**config.mk**
```make
export PLATFORM = sky130hd
export DESIGN_NAME = pci_arb_fanout
export DESIGN_NICKNAME = d
export VERILOG_FILES = /design/src/pkg/arb_fanout_pkg.sv /design/src/hdl/pci_arb_fanout.sv
export SDC_FILE = /design/constraint.sdc
export NUM_CORES = 1
export LEC_CHECK = 0
export ABC_AREA = 0
export ABC_CLOCK_PERIOD_IN_PS = 1650
export BUFFER_PORTS_ARGS = -buffer_cell sky130_fd_sc_hd__buf_2
export CORE_UTILIZATION = 41
export CTS_BUF_LIST = sky130_fd_sc_hd__clkbuf_4 sky130_fd_sc_hd__clkbuf_8 sky130_fd_sc_hd__clkbuf_16
export DETAILED_ROUTE_END_ITERATION = 7
export PLACE_DENSITY = 0.82
export SYNTH_ARGS = -nofsm -noshare
export SYNTH_HDL_FRONTEND = slang
export SYNTH_SLANG_ARGS = --single-unit
```
**constraint.sdc**
```tcl
create_clock -name i_clk_sys -period 1.65 [get_ports i_clk_sys]
set_clock_uncertainty 0.15 [all_clocks]
set_input_delay 0.0825 -clock i_clk_sys [delete_from_list [all_inputs] [get_ports i_clk_sys]]
set_output_delay 0.0825 -clock i_clk_sys [all_outputs]
set_load 0.02 [all_outputs]
```
**src/pkg/arb_fanout_pkg.sv**
```systemverilog
/*
 * package for the pci arbitration fan-out block: master counts,
 * configuration select mapping, widths.
 * assumes a single pci clock domain and active-low pci signalling.
 */
`default_nettype none
package arb_fanout_pkg;
    // ------------------------------------------------------------
    // master population
    // ------------------------------------------------------------
    localparam int unsigned NUM_MASTERS   = 8;
    localparam int unsigned NUM_EXT_PAIRS = 5;
    localparam int unsigned NUM_SLOTS     = 4;
    // ------------------------------------------------------------
    // configuration select bits on the address/data bus
    // ------------------------------------------------------------
    localparam int unsigned AD_W          = 32;
    localparam int unsigned CFG_SEL_LOW   = 11;
    localparam int unsigned SEL_SLOT1     = 22;
    localparam int unsigned SEL_SLOT2     = 23;
    localparam int unsigned SEL_SCSI      = 24;
    localparam int unsigned SEL_SLOT3     = 25;
    localparam int unsigned SEL_NIC       = 26;
    localparam int unsigned SEL_SLOT4     = 27;
    localparam int unsigned SEL_SOUTH     = 29;
    localparam int unsigned SEL_VIDEO     = 31;
    // ------------------------------------------------------------
    // carriers
    // ------------------------------------------------------------
    typedef struct packed {
        logic slot1;
        logic slot2;
        logic scsi;
        logic slot3;
        logic nic;
        logic slot4;
        logic south;
        logic video;
    } cfg_sel_t;
    // sub-channel identity of pair zero
    typedef enum logic {SUB_A, SUB_B} sub_t;
endpackage
`default_nettype wire
```
**src/hdl/pci_arb_fanout.sv**
```systemverilog
/*
 * pci arbitration fan-out: pair-zero round-robin extension, upstream
 * pair routing, hold handshake pass and
 * configuration select decode.
 * assumes all inputs synchronous to the pci clock; undriven slot
 * requests arrive pulled high (inactive).
 */
`timescale 1ns/100ps
`default_nettype none
module pci_arb_fanout
    import arb_fanout_pkg::*;
(
    input  wire logic             i_clk_sys,
    input  wire logic             i_rst_b,
    input  wire logic             i_clk_en,
    // slot and onboard master requests (active low)
    input  wire logic [3:0]       i_slot_request_n,
    input  wire logic             i_scsi_request_n,
    input  wire logic             i_nic_request_n,
    // host bridge pair zero
    output logic                  o_pair_zero_request_n,
    input  wire logic             i_pair_zero_grant_n,
    // host bridge pairs one to four
    output logic [3:0]            o_pair_request_n,
    input  wire logic [3:0]       i_pair_grant_n,
    // grants back to masters
    output logic                  o_ext0_sub_a_grant_n,
    output logic                  o_ext0_sub_b_grant_n,
    output logic [2:0]            o_slot_upper_grant_n,
    output logic                  o_nic_grant_n,
    // south bridge hold handshake
    input  wire logic             i_southbridge_hold_request_n,
    output logic                  o_southbridge_hold_fwd_n,
    input  wire logic             i_southbridge_hold_ack_n,
    output logic                  o_southbridge_hold_ack_alt_n,
    // configuration select decode
    input  wire logic [AD_W-1:0]  i_ad,
    input  wire logic             i_cfg_phase,
    output cfg_sel_t              o_cfg_sel
);
    // ------------------------------------------------------------
    // pair zero extension state
    // ------------------------------------------------------------
    logic ext0_sub_a_request_n;
    logic ext0_sub_b_request_n;
    sub_t sel;
    sub_t next_sel;
    logic req0_n;
    logic next_req0_n;
    logic gnt_a_n;
    logic next_gnt_a_n;
    logic gnt_b_n;
    logic next_gnt_b_n;
    logic gnt_a;
    logic gnt_b;

    // undriven slot requests pull high, so high simply means idle
    assign ext0_sub_a_request_n = i_slot_request_n[0];
    assign ext0_sub_b_request_n = i_scsi_request_n;
    // flops keep the pin level so the grant pins leave a flop directly
    assign gnt_a = !gnt_a_n;
    assign gnt_b = !gnt_b_n;

    always_comb begin
        next_sel   = sel;
        next_req0_n  = ext0_sub_a_request_n && ext0_sub_b_request_n;
        next_gnt_a_n = i_pair_zero_grant_n || sel != SUB_A;
        next_gnt_b_n = i_pair_zero_grant_n || sel != SUB_B;
        // reselect only with no grant outstanding, avoiding a stolen bus
        if (i_pair_zero_grant_n && !gnt_a && !gnt_b) begin
            case (sel)
                SUB_A: begin
                    if (ext0_sub_a_request_n && !ext0_sub_b_request_n)
                        next_sel = SUB_B;
                end
                SUB_B: begin
                    if (ext0_sub_b_request_n && !ext0_sub_a_request_n)
                        next_sel = SUB_A;
                end
                default: next_sel = SUB_A;
            endcase
        end
        // on grant release with the other sub-channel requesting, hand over in turn
        if ((gnt_a || gnt_b) && i_pair_zero_grant_n) begin
            if (gnt_a && !ext0_sub_b_request_n)
                next_sel = SUB_B;
            else if (gnt_b && !ext0_sub_a_request_n)
                next_sel = SUB_A;
        end
    end

    always_ff @(posedge i_clk_sys or negedge i_rst_b) begin
        if (!i_rst_b) begin
            sel     <= SUB_A;
            req0_n  <= 1'b1;
            gnt_a_n <= 1'b1;
            gnt_b_n <= 1'b1;
        end else if (i_clk_en) begin
            sel     <= next_sel;
            req0_n  <= next_req0_n;
            gnt_a_n <= next_gnt_a_n;
            gnt_b_n <= next_gnt_b_n;
        end
    end

    // ------------------------------------------------------------
    // pairs one to four and hold handshake
    // ------------------------------------------------------------
    logic [3:0] pair_req_n;
    logic [3:0] next_pair_req_n;
    logic [3:0] pair_gnt_n;
    logic [3:0] next_pair_gnt_n;
    logic       hold_n;
    logic       next_hold_n;
    logic       hold_ack_n;
    logic       next_hold_ack_n;

    always_comb begin
        // one register stage each way; host bridge sees host requests
        // internally so no pair exists for it; video has none either
        next_pair_req_n = {i_nic_request_n, i_slot_request_n[3:1]};
        next_pair_gnt_n = i_pair_grant_n;
        next_hold_n     = i_southbridge_hold_request_n;
        next_hold_ack_n = i_southbridge_hold_ack_n;
    end

    always_ff @(posedge i_clk_sys or negedge i_rst_b) begin
        if (!i_rst_b) begin
            pair_req_n <= 4'hf;
            pair_gnt_n <= 4'hf;
            hold_n     <= 1'b1;
            hold_ack_n <= 1'b1;
        end else if (i_clk_en) begin
            pair_req_n <= next_pair_req_n;
            pair_gnt_n <= next_pair_gnt_n;
            hold_n     <= next_hold_n;
            hold_ack_n <= next_hold_ack_n;
        end
    end

    // ------------------------------------------------------------
    // configuration select decode
    // ------------------------------------------------------------
    cfg_sel_t cfg_sel;
    cfg_sel_t next_cfg_sel;

    always_comb begin
        next_cfg_sel = '0;
        if (i_cfg_phase) begin
            next_cfg_sel.slot1 = i_ad[SEL_SLOT1];
            next_cfg_sel.slot2 = i_ad[SEL_SLOT2];
            next_cfg_sel.scsi  = i_ad[SEL_SCSI];
            next_cfg_sel.slot3 = i_ad[SEL_SLOT3];
            next_cfg_sel.nic   = i_ad[SEL_NIC];
            next_cfg_sel.slot4 = i_ad[SEL_SLOT4];
            next_cfg_sel.south = i_ad[SEL_SOUTH];
            next_cfg_sel.video = i_ad[SEL_VIDEO];
        end
    end

    always_ff @(posedge i_clk_sys or negedge i_rst_b) begin
        if (!i_rst_b)
            cfg_sel <= '0;
        else if (i_clk_en)
            cfg_sel <= next_cfg_sel;
    end

    assign o_pair_zero_request_n        = req0_n;
    assign o_ext0_sub_a_grant_n         = gnt_a_n;
    assign o_ext0_sub_b_grant_n         = gnt_b_n;
    assign o_pair_request_n             = pair_req_n;
    assign o_slot_upper_grant_n         = pair_gnt_n[2:0];
    assign o_nic_grant_n                = pair_gnt_n[3];
    assign o_southbridge_hold_fwd_n     = hold_n;
    assign o_southbridge_hold_ack_alt_n = hold_ack_n;
    assign o_cfg_sel                    = cfg_sel;

    // ------------------------------------------------------------
    // assertions
    // ------------------------------------------------------------
    property p_one_sub_grant;
        @(posedge i_clk_sys) disable iff (!i_rst_b)
        !(gnt_a && gnt_b);
    endproperty
    a_one_sub_grant: assert property (p_one_sub_grant)
        else $error("both sub grants active");

    property p_upstream_req;
        @(posedge i_clk_sys) disable iff (!i_rst_b)
        (i_clk_en && (!i_slot_request_n[0] || !i_scsi_request_n))
        |=> !o_pair_zero_request_n;
    endproperty
    a_upstream_req: assert property (p_upstream_req)
        else $error("pair zero request not raised");

    property p_sel_stable;
        @(posedge i_clk_sys) disable iff (!i_rst_b)
        (gnt_a || gnt_b) && !i_pair_zero_grant_n |=> $stable(sel);
    endproperty
    a_sel_stable: assert property (p_sel_stable)
        else $error("selection moved under grant");

    property p_round_robin;
        @(posedge i_clk_sys) disable iff (!i_rst_b)
        (i_clk_en && gnt_a && i_pair_zero_grant_n && !i_scsi_request_n)
        |=> sel == SUB_B;
    endproperty
    a_round_robin: assert property (p_round_robin)
        else $error("no hand-over to sub b");

    property p_grant_route;
        @(posedge i_clk_sys) disable iff (!i_rst_b)
        (i_clk_en && !i_pair_zero_grant_n && sel == SUB_B)
        |=> !o_ext0_sub_b_grant_n && o_ext0_sub_a_grant_n;
    endproperty
    a_grant_route: assert property (p_grant_route)
        else $error("grant misrouted");

    property p_idle_slot;
        @(posedge i_clk_sys) disable iff (!i_rst_b)
        (i_clk_en && &i_slot_request_n[3:1]) |=> &o_pair_request_n[2:0];
    endproperty
    a_idle_slot: assert property (p_idle_slot)
        else $error("idle slot requested");

    property p_hold_pass;
        @(posedge i_clk_sys) disable iff (!i_rst_b)
        (i_clk_en && !i_southbridge_hold_request_n)
        |=> !o_southbridge_hold_fwd_n;
    endproperty
    a_hold_pass: assert property (p_hold_pass)
        else $error("hold request lost");

    property p_cfg_video;
        @(posedge i_clk_sys) disable iff (!i_rst_b)
        (i_clk_en && i_cfg_phase && i_ad[SEL_VIDEO]) |=> o_cfg_sel.video;
    endproperty
    a_cfg_video: assert property (p_cfg_video)
        else $error("video select missed");

    c_both_req: cover property (@(posedge i_clk_sys) disable iff (!i_rst_b)
        !i_slot_request_n[0] && !i_scsi_request_n);
    c_gnt_b: cover property (@(posedge i_clk_sys) disable iff (!i_rst_b)
        gnt_b);
    c_hold: cover property (@(posedge i_clk_sys) disable iff (!i_rst_b)
        !hold_n ##1 !hold_ack_n);
endmodule // pci_arb_fanout
`default_nettype wire

```
# After elaboration in Yosys (flattened, before gate mapping)
# Index checks and enable logic that the tools add are counted.
dict set report op_classes {
  div_mod_pow 0
  multipliers 0
  mux 8
  n_lt_le_gt_ge 0
  addsub 0
  n_eq_ne 0
  n_bitwise 1
  n_reduce_logical 15
  shifts 0
}
# cell count
set op_table {}
lappend op_table {{logical AND 1 bit} 8}
lappend op_table {{2-to-1 mux 8 bit} 1}
lappend op_table {{2-to-1 mux 1 bit} 6}
lappend op_table {{zero test 1 bit} 4}
lappend op_table {{logical OR 1 bit} 3}
lappend op_table {{one-hot mux 1 bit (2 select lines)} 1}
lappend op_table {{inverter 1 bit} 1}
dict set report word_totals {
  reg_bits 22
  out_inout_bits 21
  memories 0
  mem_bits_ro 0
  wordCells 40
  latchBits 0
  mem_bits_rw 0
}

# Depth between registers and ports, before layout
# Gate-level depths: netlist (run 1).
dict set report logic_depth {
  word_depth 8
  mapped_depth 4
  depth_no_buf 3
}

# Worst setup path before layout (run 1)
# OpenSTA, ideal clock, no wires.
dict set report synth_timing {
  kind {register to register}
  start {reg gnt_a_n, in the netlist o_ext0_sub_a_grant_n}
  end {reg sel}
  setup_ps 135
  slack_ps 512
  t_arrival_ps 853
  required_ps 1365
  stages_incl_launch_ff 4
  cell_sequence {dfstp_2 > inv_1 > o211ai_1 > nand4_1}
}
dict set report synth_between {
  elab_chain_len 6
  elab_cells_between_ends 10
  classes_between {4 x mux; 6 x reduce/logical}
}
# element line_no
set synth_rtl {}
lappend synth_rtl {{start: declaration} pci_arb_fanout.sv:50} ;# logic gnt_a_n;
lappend synth_rtl {{start signal: assignment} pci_arb_fanout.sv:101} ;# gnt_a_n <= next_gnt_a_n;
lappend synth_rtl {{logical AND 1 bit (2 in series)} pci_arb_fanout.sv:70} ;# if (i_pair_zero_grant_n && !gnt_a && !gnt_b) begin
lappend synth_rtl {{2-to-1 mux 1 bit} pci_arb_fanout.sv:70}
lappend synth_rtl {{2-to-1 mux 1 bit} pci_arb_fanout.sv:87} ;# else if (gnt_b && !ext0_sub_a_request_n)
lappend synth_rtl {{2-to-1 mux 1 bit} pci_arb_fanout.sv:85} ;# if (gnt_a && !ext0_sub_b_request_n)
lappend synth_rtl {{2-to-1 mux 1 bit *} pci_arb_fanout.sv:84} ;# if ((gnt_a || gnt_b) && i_pair_zero_grant_n) begin
lappend synth_rtl {{end signal: assignment} pci_arb_fanout.sv:99} ;# sel <= next_sel;
lappend synth_rtl {{end: declaration} pci_arb_fanout.sv:46} ;# sub_t sel;
# Mark *: on every way between the ends. The rest lies on a longest branch, timed or not.
# A chain may end at the register's enable or synchronous reset.

# Final worst setup path (run 1)
dict set report layout_timing {
  start {in i_ad[29]}
  end {reg cfg_sel (netlist bit o_cfg_sel[1])}
}
dict set report layout_between {
  elab_chain_len 1
}
# element line_no
set layout_rtl {}
lappend layout_rtl {{start: declaration} pci_arb_fanout.sv:37} ;# input wire logic [AD_W-1:0] i_ad,
lappend layout_rtl {{2-to-1 mux 8 bit} pci_arb_fanout.sv:149} ;# if (i_cfg_phase) begin
lappend layout_rtl {{end signal: assignment} pci_arb_fanout.sv:165} ;# cfg_sel <= next_cfg_sel;
lappend layout_rtl {{end: declaration} pci_arb_fanout.sv:144} ;# cfg_sel_t cfg_sel;
# Every way passes these cells.

==> summary.md, run 1 <==
| Metric | Value |
|---|---|
| Status | completed |
| Vias | 857 |
| Nets | 204 |
| Synth top area share | 37.3% |
| Number of global-route vias before repair | 920 |
| Setup violators final | 0 |
| Worst slew pin tran | 0.582 ns |
| Layout cells sized above 1 | 46.8% |
| Power Density | 810 nW/um^2 |
| Synth warnings | 0 |
| DRT Wirelength | 2290 um |
| Sequential share of the synthesized area | 62.0% |
| Post-synth EDFFs | 0 |
| Clock Root Buffer | clkbuf_4 |
| Global Route Usage Sum | 21.1% |
| DP Wirelength | 1340 um |
| Die area | 2420 um^2 |
| DRC Markers | 0 |
| Die Wd | 49.2 um |
| Initial antenna violation count | 0 |
| Wire per inst | 12.7 um |
| Count leader, synth | dfstp_2 |
| Post-synthesis cell area | 915 um^2 |
| RSZ-0062 raised after global routing | no |
| Relative slew slack | 61.2% |
| Clock Sinks | 22 |
| CTS max path bufs | 2 |
| Pre-Repair DR Iteration Count | 4 |
| Synth Net Count | 128 |
| Largest net degree at the start of global routing | 35 |
| Dominant cell type by area after synthesis | dfstp_2 |
| Async SR Flop Fraction | 100% |
| Syn Inst Count | 79 |
| Final worst path period need | 1.45 ns |
| CP arrival | 1.45 ns |
| Worst hold path class | input port to asynchronous set/reset pin |
| Most instantiated cells after synthesis | dfstp_2, inv_1, mux2_2, o21ai_0 |
| R2R Setup Slk | 0.46 ns |
| CP Launch Type | input port |
| Initial Utilization | 45.2% |
| PostCTS Resize Cnt | 0 |
| Ports | 70 |
| # rows | 16 |
| CTS tree | yes |
| Fin crit share | 87.8% |
| CP Max Fanout | 1 |
| Placer's final routability congestion estimate | 0.639 |
| Initial DRC Count | 7 |
| Post-synth top flop | dfstp_2 |
| CP peak stage delay | 0.55 ns |
| Core area | 2020 um^2 |
| Crit path required time | 1.65 ns |
| Total CTS buffers | 3 |
| Top cells by area, synth | dfstp_2, dfrtp_1, mux2_2 |
| F_max | 691 MHz |
| Antenna diodes | 0 |
| CP max-delay cell | dlygate4sd3_1 |
| Layout Area Growth over Synthesis | 62.4% |
| Syn Area/Cell | 11.6 um^2 |
| Global-route wire length before repair | 3860 um |
| Worst path cell trace | dlygate4sd3_1 > buf_2 > nand3_1 > dlygate4sd3_1 > o21ai_0 |
| Synth Register Bits | 22 |
| Max Cap Viol | 0 |
| # port buffers | 45 |
| Leakage | 0.696 nW |
| Sum Neg Setup Slack | 0 ns |
| Final Hold Fails | 0 |
| Grt ovf | 0 |
| Pins Over Slew Limit | 0 |
| Dpl cell area | 1140 um^2 |
| CP Class | input port to flip-flop |
| Worst-path clk slew | 0.12 ns |
| Worst-Skew Late Latency | 0.29 ns |
| CP most frequent cell | dlygate4sd3_1 |
| Fin area | 1490 um^2 |
| Peak VDD IR | 0.735 mV |
| Setup Fix Bufs, Post-CTS | 0 |
| H-Tree Level Count | 1 |
| Count of cell types in the netlist | 17 |
| Antenna Nets Post-Route | 0 |
| DR vias/cell | 4.73 |
| CP Capture Type | flip-flop |
| Die H | 49.2 um |
| Post-Place Cells | 146 |
| Final Instance Count excl. Fillers | 181 |
cells in the final DEF (no fill, tap or decap), types with 2 or more instances in the layout:
cell type / netlist / routed
buf_2: 1 / 45
dlygate4sd3_1: 0 / 31
dfstp_2: 13 / 13
inv_1: 12 / 12
mux2_2: 10 / 10
o21ai_0: 10 / 10
nand3_1: 9 / 9
dfrtp_1: 9 / 9
nor2_1: 3 / 3
clkbuf_4: 0 / 3
nand2_1: 2 / 2
repair_timing:
| action | 4_1_cts | 5_1_grt |
|---|---|---|
| endpoints found under the setup margin | 0 | 0 |
| hold endpoints to repair | 44 | 0 |
| hold buffers | 31 | 0 |
area by class of cell:
class                   count  area [um^2]
inverters                  12         45.0
fillers                   153          537
flip-flops and latches     22          567
multi-input cells          40          268
well taps                  27         33.8
clock buffers               4         36.3
repair buffers             76          536
per-layer routing:
layer / vias up / part of all wire [%] / wire (um) / GRT usage, %
li1: 412 / - / - / -
met3: 4 / 4.3 / 99 / 3.74
met4: 0 / 1.2 / 28 / 8.33
met5: - / 0 / 0 / 0
met1: 407 / 38 / 879 / 19.9
met2: 34 / 56 / 1280 / 43.2
worst paths after layout:
| check | startpoint | endpoint | cells after the start |
|---|---|---|---|
| worst min-delay path | i_rst_b | sel | 2 |
| worst max register to register | o_ext0_sub_b_grant_n | sel | 3 |
| worst min register to register | o_pair_zero_request_n | o_pair_zero_request_n | 2 |
| max in group asynchronous | i_rst_b | o_southbridge_hold_fwd_n | 2 |
| min in group i_clk_sys | i_clk_en | o_ext0_sub_a_grant_n | 3 |
| worst max-delay path | i_ad[29] | o_cfg_sel[1] | 5 |
where the power goes:
part	internal, W	switching [W]	leakage [nW]
Clock	0.000134	0.000151	0.0210
Combinational	0.000133	0.000145	0.425
Sequential	0.000611	0.0000278	0.250
Total	0.000878	0.000324	0.696
registers in the layout, summed over array words and instances, names as in the netlist:
signal and cells:
o_cfg_sel 8, o_southbridge_hold_fwd_n 1, o_ext0_sub_a_grant_n 1, sel 1
o_southbridge_hold_ack_alt_n 1, o_pair_zero_request_n 1, o_ext0_sub_b_grant_n 1, pair_gnt_n 4
o_pair_request_n 4
worst max-delay path, delay by kind of cell:
| kind | cells | cell delay [ns] |
|---|---|---|
| buf+inv | 3 | 1.20 |
| compound gates | 1 | 0.10 |
| simple gates | 1 | 0.06 |
kinds of logic after synthesis:
logic type             synth area share (%)
and+or+nand+nor                        9.44
AOI/OAI and AO/OA                      7.52
muxes                                  12.3
DFF                                    62.0
buffers and inverters                  8.75
per-stage QoR:
stage	total power, W	hold slack [ns]	util, %	worst slack, ns
CTS	0.00121	0.108	73.5	0.247
global route	0.00127	0.131	73.5	0.182
finish	0.00120	0.101	73.5	0.202
global placement	0.000859	-0.0949	56.3	0.391
detailed placement	0.000872	-0.0923	56.3	0.313
floorplan	0.000780	-0.363	-	0.512
(Power assumes the default switching activity.)
==> inputs of run 2 (changes only) <==
--- a/config.mk
+++ b/config.mk
@@ -6,12 +6,13 @@
 export NUM_CORES = 1
 export LEC_CHECK = 0
 export ABC_AREA = 0
-export ABC_CLOCK_PERIOD_IN_PS = 1650
+export ABC_CLOCK_PERIOD_IN_PS = 1230
 export BUFFER_PORTS_ARGS = -buffer_cell sky130_fd_sc_hd__buf_2
-export CORE_UTILIZATION = 41
+export CAP_MARGIN = 10
+export CORE_UTILIZATION = 35
 export CTS_BUF_LIST = sky130_fd_sc_hd__clkbuf_4 sky130_fd_sc_hd__clkbuf_8 sky130_fd_sc_hd__clkbuf_16
 export DETAILED_ROUTE_END_ITERATION = 7
-export PLACE_DENSITY = 0.82
+export PLACE_DENSITY = 0.75
 export SYNTH_ARGS = -nofsm -noshare
 export SYNTH_HDL_FRONTEND = slang
 export SYNTH_SLANG_ARGS = --single-unit
==> constraint.sdc (replaced) <==
create_clock -name i_clk_sys -period 1.23 [get_ports i_clk_sys]
set_clock_uncertainty 0.15 [all_clocks]
set_input_delay 0.0615 -clock i_clk_sys [delete_from_list [all_inputs] [get_ports i_clk_sys]]
set_output_delay 0.0615 -clock i_clk_sys [all_outputs]
set_load 0.02 [all_outputs]
==> run 2 against run 1 <==
Register-to-register slack lost 0.41 ns. Combinational power rose by 53%. Global-route usage down 3.8 points. Setup slack worse by 0.17 ns. Worst hold slack lost 0.068 ns. Final cell count grew 0.55%. Flip-flop and latch count unchanged. Critical path depth decreased by 4. Clock power grew 22%. Critical path type is now flip-flop to primary output.
==> summary.md, run 2 (synthesis results as in run 1) <==
| Metric | Value |
|---|---|
| Worst-path clk slew | 0.12 ns |
| CP Capture Type | primary output |
| Setup ws final | 0.0366 ns |
| Global Route Usage Sum | 17.3% |
| Vias | 823 |
| Layout cells sized above 1 | 50.7% |
| Dpl ws | 0.0664 ns |
| RSZ-0062 raised after global routing | yes |
| Clock Sinks | 22 |
| Antenna diodes | 0 |
| Sw Ratio | 26.9% |
| Leakage | 0.730 nW |
| Most frequent cells in the layout | buf_2, dlygate4sd3_1, dfstp_2 |
| Largest net degree at the start of global routing | 23 |
| CTS tree | yes |
| M1 GR Usage | 18.3% |
| Die area | 2820 um^2 |
| Die Wd | 53.1 um |
| Nets | 202 |
| Clock power share | 21.3% |
| Sum Neg Setup Slack | 0 ns |
| CP arrival | 0.98 ns |
| Worst path cell trace | buf_4 |
| CTS max path bufs | 2 |
| Fillcell total | 195 |
| Antenna Nets Post-Route | 0 |
| CP max-delay cell | dfstp_2 |
| H-Tree Level Count | 1 |
| Status | completed |
| # port buffers | 45 |
| Relative slew slack | 69.0% |
| Most common library cell in the layout ignoring fill and taps | buf_2 |
| Grt ovf | 0 |
| Final Instance Count excl. Fillers | 182 |
| CP peak stage delay | 0.55 ns |
| Layout Area Growth over Synthesis | 65.8% |
| CP Class | flip-flop to primary output |
| Wire per inst | 12.8 um |
| Reg power frac | 52.8% |
| Pins Over Slew Limit | 0 |
| Fin area | 1520 um^2 |
| Pre-Repair DR Iteration Count | 3 |
| Core area | 2480 um^2 |
| DRC Markers | 0 |
| Dpl cell area | 1150 um^2 |
| Worst-Skew Late Latency | 0.29 ns |
| Die H | 53.1 um |
| Number of global-route vias before repair | 834 |
| Peak VDD IR | 0.624 mV |
| Crit path required time | 1.02 ns |
| Final Hold Fails | 0 |
| Initial DRC Count | 4 |
| Setup violators final | 0 |
| Switching power total | 0.000440 W |
| Busiest grt layer | met2 |
| Max Cap Viol | 0 |
| DRT Wirelength | 2330 um |
| Placer's final routability congestion estimate | 0.542 |
| Initial antenna violation count | 0 |
| DR vias/cell | 4.52 |
| Cell-internal power | 0.00120 W |
| # rows | 18 |
| Fin crit share | 97.0% |
| Post-Place Cells | 150 |
| Total CTS buffers | 3 |
| Total power | 0.00164 W |
| CP Launch Type | flip-flop |
| WP buf/inv | 1 |
| Worst slew pin tran | 0.465 ns |
| Clock Root Buffer | clkbuf_4 |
| Final worst path period need | 1.19 ns |
| DP Wirelength | 1350 um |
| Ports | 70 |
| Combinational power share | 25.9% |
| Met2 global-route usage | 34.4% |
| Power Density | 1080 nW/um^2 |
| Crit path max-delay family | flip-flops |
| Worst hold path class | input port to flip-flop |
| Global-route wire length before repair | 3470 um |
| Met3 Usage GRT | 4.02% |
| F_max | 838 MHz |
| Initial Utilization | 36.9% |
| Number of flip-flops under the largest register name | 8 |
| CP Max Fanout | 2 |
run 2: cell types whose count changed in the layout (fill, tap and decap cells not counted):
cell	change
buf_2	-13
buf_4	+9
buf_6	+9
clkbuf_4	+1
clkbuf_8	-1
dlygate4sd3_1	-7
run 2: cell type report:
class | count | area (um^2) | share of cell area (%)
clock buffer | 4 | 30.0 | 1.98
inverter | 12 | 45.0 | 2.97
multi-input combinational | 40 | 268 | 17.7
timing repair buffer | 74 | 569 | 37.5
tap | 30 | 37.5 | 2.48
sequential | 22 | 567 | 37.4
run 2: metal layers:
layer,up-vias,wire length (um)
met4,0,0
met2,30,1280
met5,-,0
met1,384,913
met3,0,143
li1,409,-
run 2: what timing repair did:
item | in CTS | in global routing
hold buffers | 24 | 0
setup buffers | 1 | 3
endpoints found under the setup margin | 7 | 13
hold endpoints to repair | 44 | 0
resized for setup | 8 | 14
run 2: path summary, 6_finish.rpt:
check | cells after the start | endpoint | start | slack [ns]
hold / removal | 2 | o_ext0_sub_a_grant_n | i_clk_en | 0.03
setup reg to reg | 3 | sel | o_ext0_sub_a_grant_n | 0.05
hold reg to reg | 2 | o_pair_zero_request_n | o_pair_zero_request_n | 0.35
setup / recovery | 1 | o_slot_upper_grant_n[2] | pair_gnt_n[2] | 0.04
max in group asynchronous | 2 | o_southbridge_hold_fwd_n | i_rst_b | 0.45
min in group asynchronous | 2 | o_cfg_sel[0] | i_rst_b | 0.13
run 2: power groups by stage:
stage | logic, W | clock network, W | registers (W)
6_report | 0.000424 | 0.000348 | 0.000863
5_1_grt | 0.000462 | 0.000397 | 0.000874
4_1_cts | 0.000380 | 0.000373 | 0.000859
3_5_place_dp | 0.000304 | 0 | 0.000868
3_3_place_gp | 0.000294 | 0 | 0.000864
2_1_floorplan | 0.0000959 | 0 | 0.000950
run 2: per-stage QoR:
| stage | hold WS (ns) | util, % |
|---|---|---|
| floorplan | -0.384 | - |
| global placement | -0.110 | 46.4 |
| detailed placement | -0.105 | 46.4 |
| CTS | 0.0196 | 58.5 |
| global route | 0.0616 | 61.2 |
| finish | 0.0331 | 61.2 |
==> inputs of run 3 (changes only) <==
--- a/config.mk
+++ b/config.mk
@@ -13,6 +13,7 @@
 export CTS_BUF_LIST = sky130_fd_sc_hd__clkbuf_4 sky130_fd_sc_hd__clkbuf_8 sky130_fd_sc_hd__clkbuf_16
 export DETAILED_ROUTE_END_ITERATION = 7
 export PLACE_DENSITY = 0.75
+export SETUP_SLACK_MARGIN = 0.4
 export SYNTH_ARGS = -nofsm -noshare
 export SYNTH_HDL_FRONTEND = slang
 export SYNTH_SLANG_ARGS = --single-unit
==> run 3 against run 2 <==
The flow now finishes with violations (hold timing). Combinational power rose by 20%. Wire length fell by 2.4%. Non-clock buffer count fell by 7. Clock power rose by 56%. Count of clock-buffer cells in the layout fell by 1. Core utilization rose by 4.2 points. Critical path depth did not move.
==> summary.md, run 3 (synthesis results as in run 1) <==
| Metric | Value |
|---|---|
| Total CTS buffers | 3 |
| DRT Wirelength | 2280 um |
| Total power | 0.00194 W |
| Fin crit share | 99.7% |
| RSZ-0062 raised after global routing | yes |
| Crit path required time | 1.02 ns |
| Setup ws final | 0.00382 ns |
| Peak VDD IR | 0.718 mV |
| Power Density | 1190 nW/um^2 |
| CP Class | flip-flop to primary output |
| Global-route wire length before repair | 3340 um |
| Crit path max-delay family | flip-flops |
| Relative slew slack | 80.0% |
| Nets | 195 |
| RR Endpoint | o_ext0_sub_b_grant_n |
| DRC Markers | 0 |
| CP max-delay cell | dfstp_2 |
| CP Depth | 1 |
| R2R Setup Slk | 0.03 ns |
| Dpl ws | 0.0917 ns |
| Most frequent cells in the layout | buf_6, buf_2, dfstp_2 |
| Max Cap Viol | 0 |
| Initial antenna violation count | 0 |
| Wire per inst | 13.0 um |
| Post-Place Cells | 151 |
| Die H | 53.1 um |
| Die area | 2820 um^2 |
| Worst-path clk slew | 0.12 ns |
| CP peak stage delay | 0.59 ns |
| H-Tree Level Count | 1 |
| Vias | 801 |
| # port buffers | 45 |
| Fillcell total | 195 |
| Layout Area Growth over Synthesis | 77.2% |
| Clock Root Buffer | clkbuf_4 |
| Final worst path period need | 1.23 ns |
| Hold_buf cts | 11 |
| DR vias/cell | 4.58 |
| Core area | 2480 um^2 |
| Placer's final routability congestion estimate | 0.681 |
| Failing checks | hold timing |
| Final Hold Fails | 22 |
| Number of flip-flops under the largest register name | 8 |
| RR Startpoint | o_ext0_sub_b_grant_n |
| # rows | 18 |
| Antenna diodes | 0 |
| CP Launch Type | flip-flop |
| Grt ovf | 0 |
| CP Capture Type | primary output |
| Global Route Usage Sum | 16.6% |
| Layout cells sized above 1 | 65.5% |
| Worst slew pin tran | 0.300 ns |
| Initial DRC Count | 5 |
| Die Wd | 53.1 um |
| CP startpoint | o_ext0_sub_b_grant_n |
| Final Instance Count excl. Fillers | 175 |
| Worst Setup EP | o_ext0_sub_b_grant_n |
| Most common library cell in the layout ignoring fill and taps | buf_6 |
| Antenna Nets Post-Route | 0 |
| F_max | 816 MHz |
| Worst-Skew Late Latency | 0.30 ns |
| CP arrival | 1.01 ns |
| Min-delay src | i_southbridge_hold_request_n |
| Pre-Repair DR Iteration Count | 3 |
| Clock Sinks | 22 |
| Number of global-route vias before repair | 818 |
| Setup violators final | 0 |
| DP Wirelength | 1430 um |
| CTS tree | yes |
| CP Max Fanout | 4 |
| Initial Utilization | 36.9% |
| Status | complete, but fails checks |
| CTS max path bufs | 2 |
| Pins Over Slew Limit | 0 |
| Worst hold path class | input port to flip-flop |
| WP buf/inv | 1 |
| Leakage | 0.778 nW |
| Worst path cell trace | buf_6 |
| Hold slack | -0.166 ns |
| Largest net degree at the start of global routing | 23 |
| Ports | 70 |
| Worst R2R Path Depth | 4 |
## run 3: cell type report
cell class              count  area (um^2)  share of cell area (%)
clock inverters             1         30.0                    1.85
flip-flops and latches     22          577                    35.6
clock buffers               3         22.5                    1.39
repair buffers             67          594                    36.7
multi-input cells          40          314                    19.4
well taps                  30         37.5                    2.32
inverters                  12         45.0                    2.78
## run 3: worst min-delay path by stage
stage	to	slack, ns	depth (start not counted)
after floorplan	o_cfg_sel[0]	-0.38	0
after global placement	sel	-0.12	1
after detailed placement	sel	-0.1	1
after CTS	o_southbridge_hold_fwd_n	-0.18	2
after global routing	o_southbridge_hold_fwd_n	-0.19	2
final	o_southbridge_hold_fwd_n	-0.17	2
## run 3: routing by layer
metal  part of all wire [%]  routed length (um)  up-vias  track usage [%]
li1                       -                   -      396                -
met1                     41                 936      373             16.9
met2                     52                1190       32             31.9
met3                    6.5                 149        0             3.74
met4                      0                   0        0             6.58
met5                      0                   0        -                0
## run 3: through the flow
| step | setup TNS (ns) | area [um^2] | utilization (%) |
|---|---|---|---|
| detailed placement | 0 | 1220 | 49.1 |
| global route | -0.134 | 1620 | 65.4 |
| floorplan | 0 | 962 | - |
| CTS | -0.00862 | 1540 | 62.3 |
| global placement | 0 | 1220 | 49.1 |
| finish | 0 | 1620 | 65.4 |
## run 3: what timing repair did
| action | CTS | global route |
|---|---|---|
| gates resized for setup | 47 | 12 |
| setup endpoints to repair | 35 | 42 |
| pin swaps | 2 | 0 |
| endpoints found under the hold margin | 44 | 21 |
| buffers inserted | 3 | 6 |
## run 3: where the power goes
part	switching [W]	leakage, nW	internal (W)
Clock	0.000214	0.0279	0.000329
Combinational	0.000210	0.510	0.000298
Sequential	0.0000595	0.239	0.000826
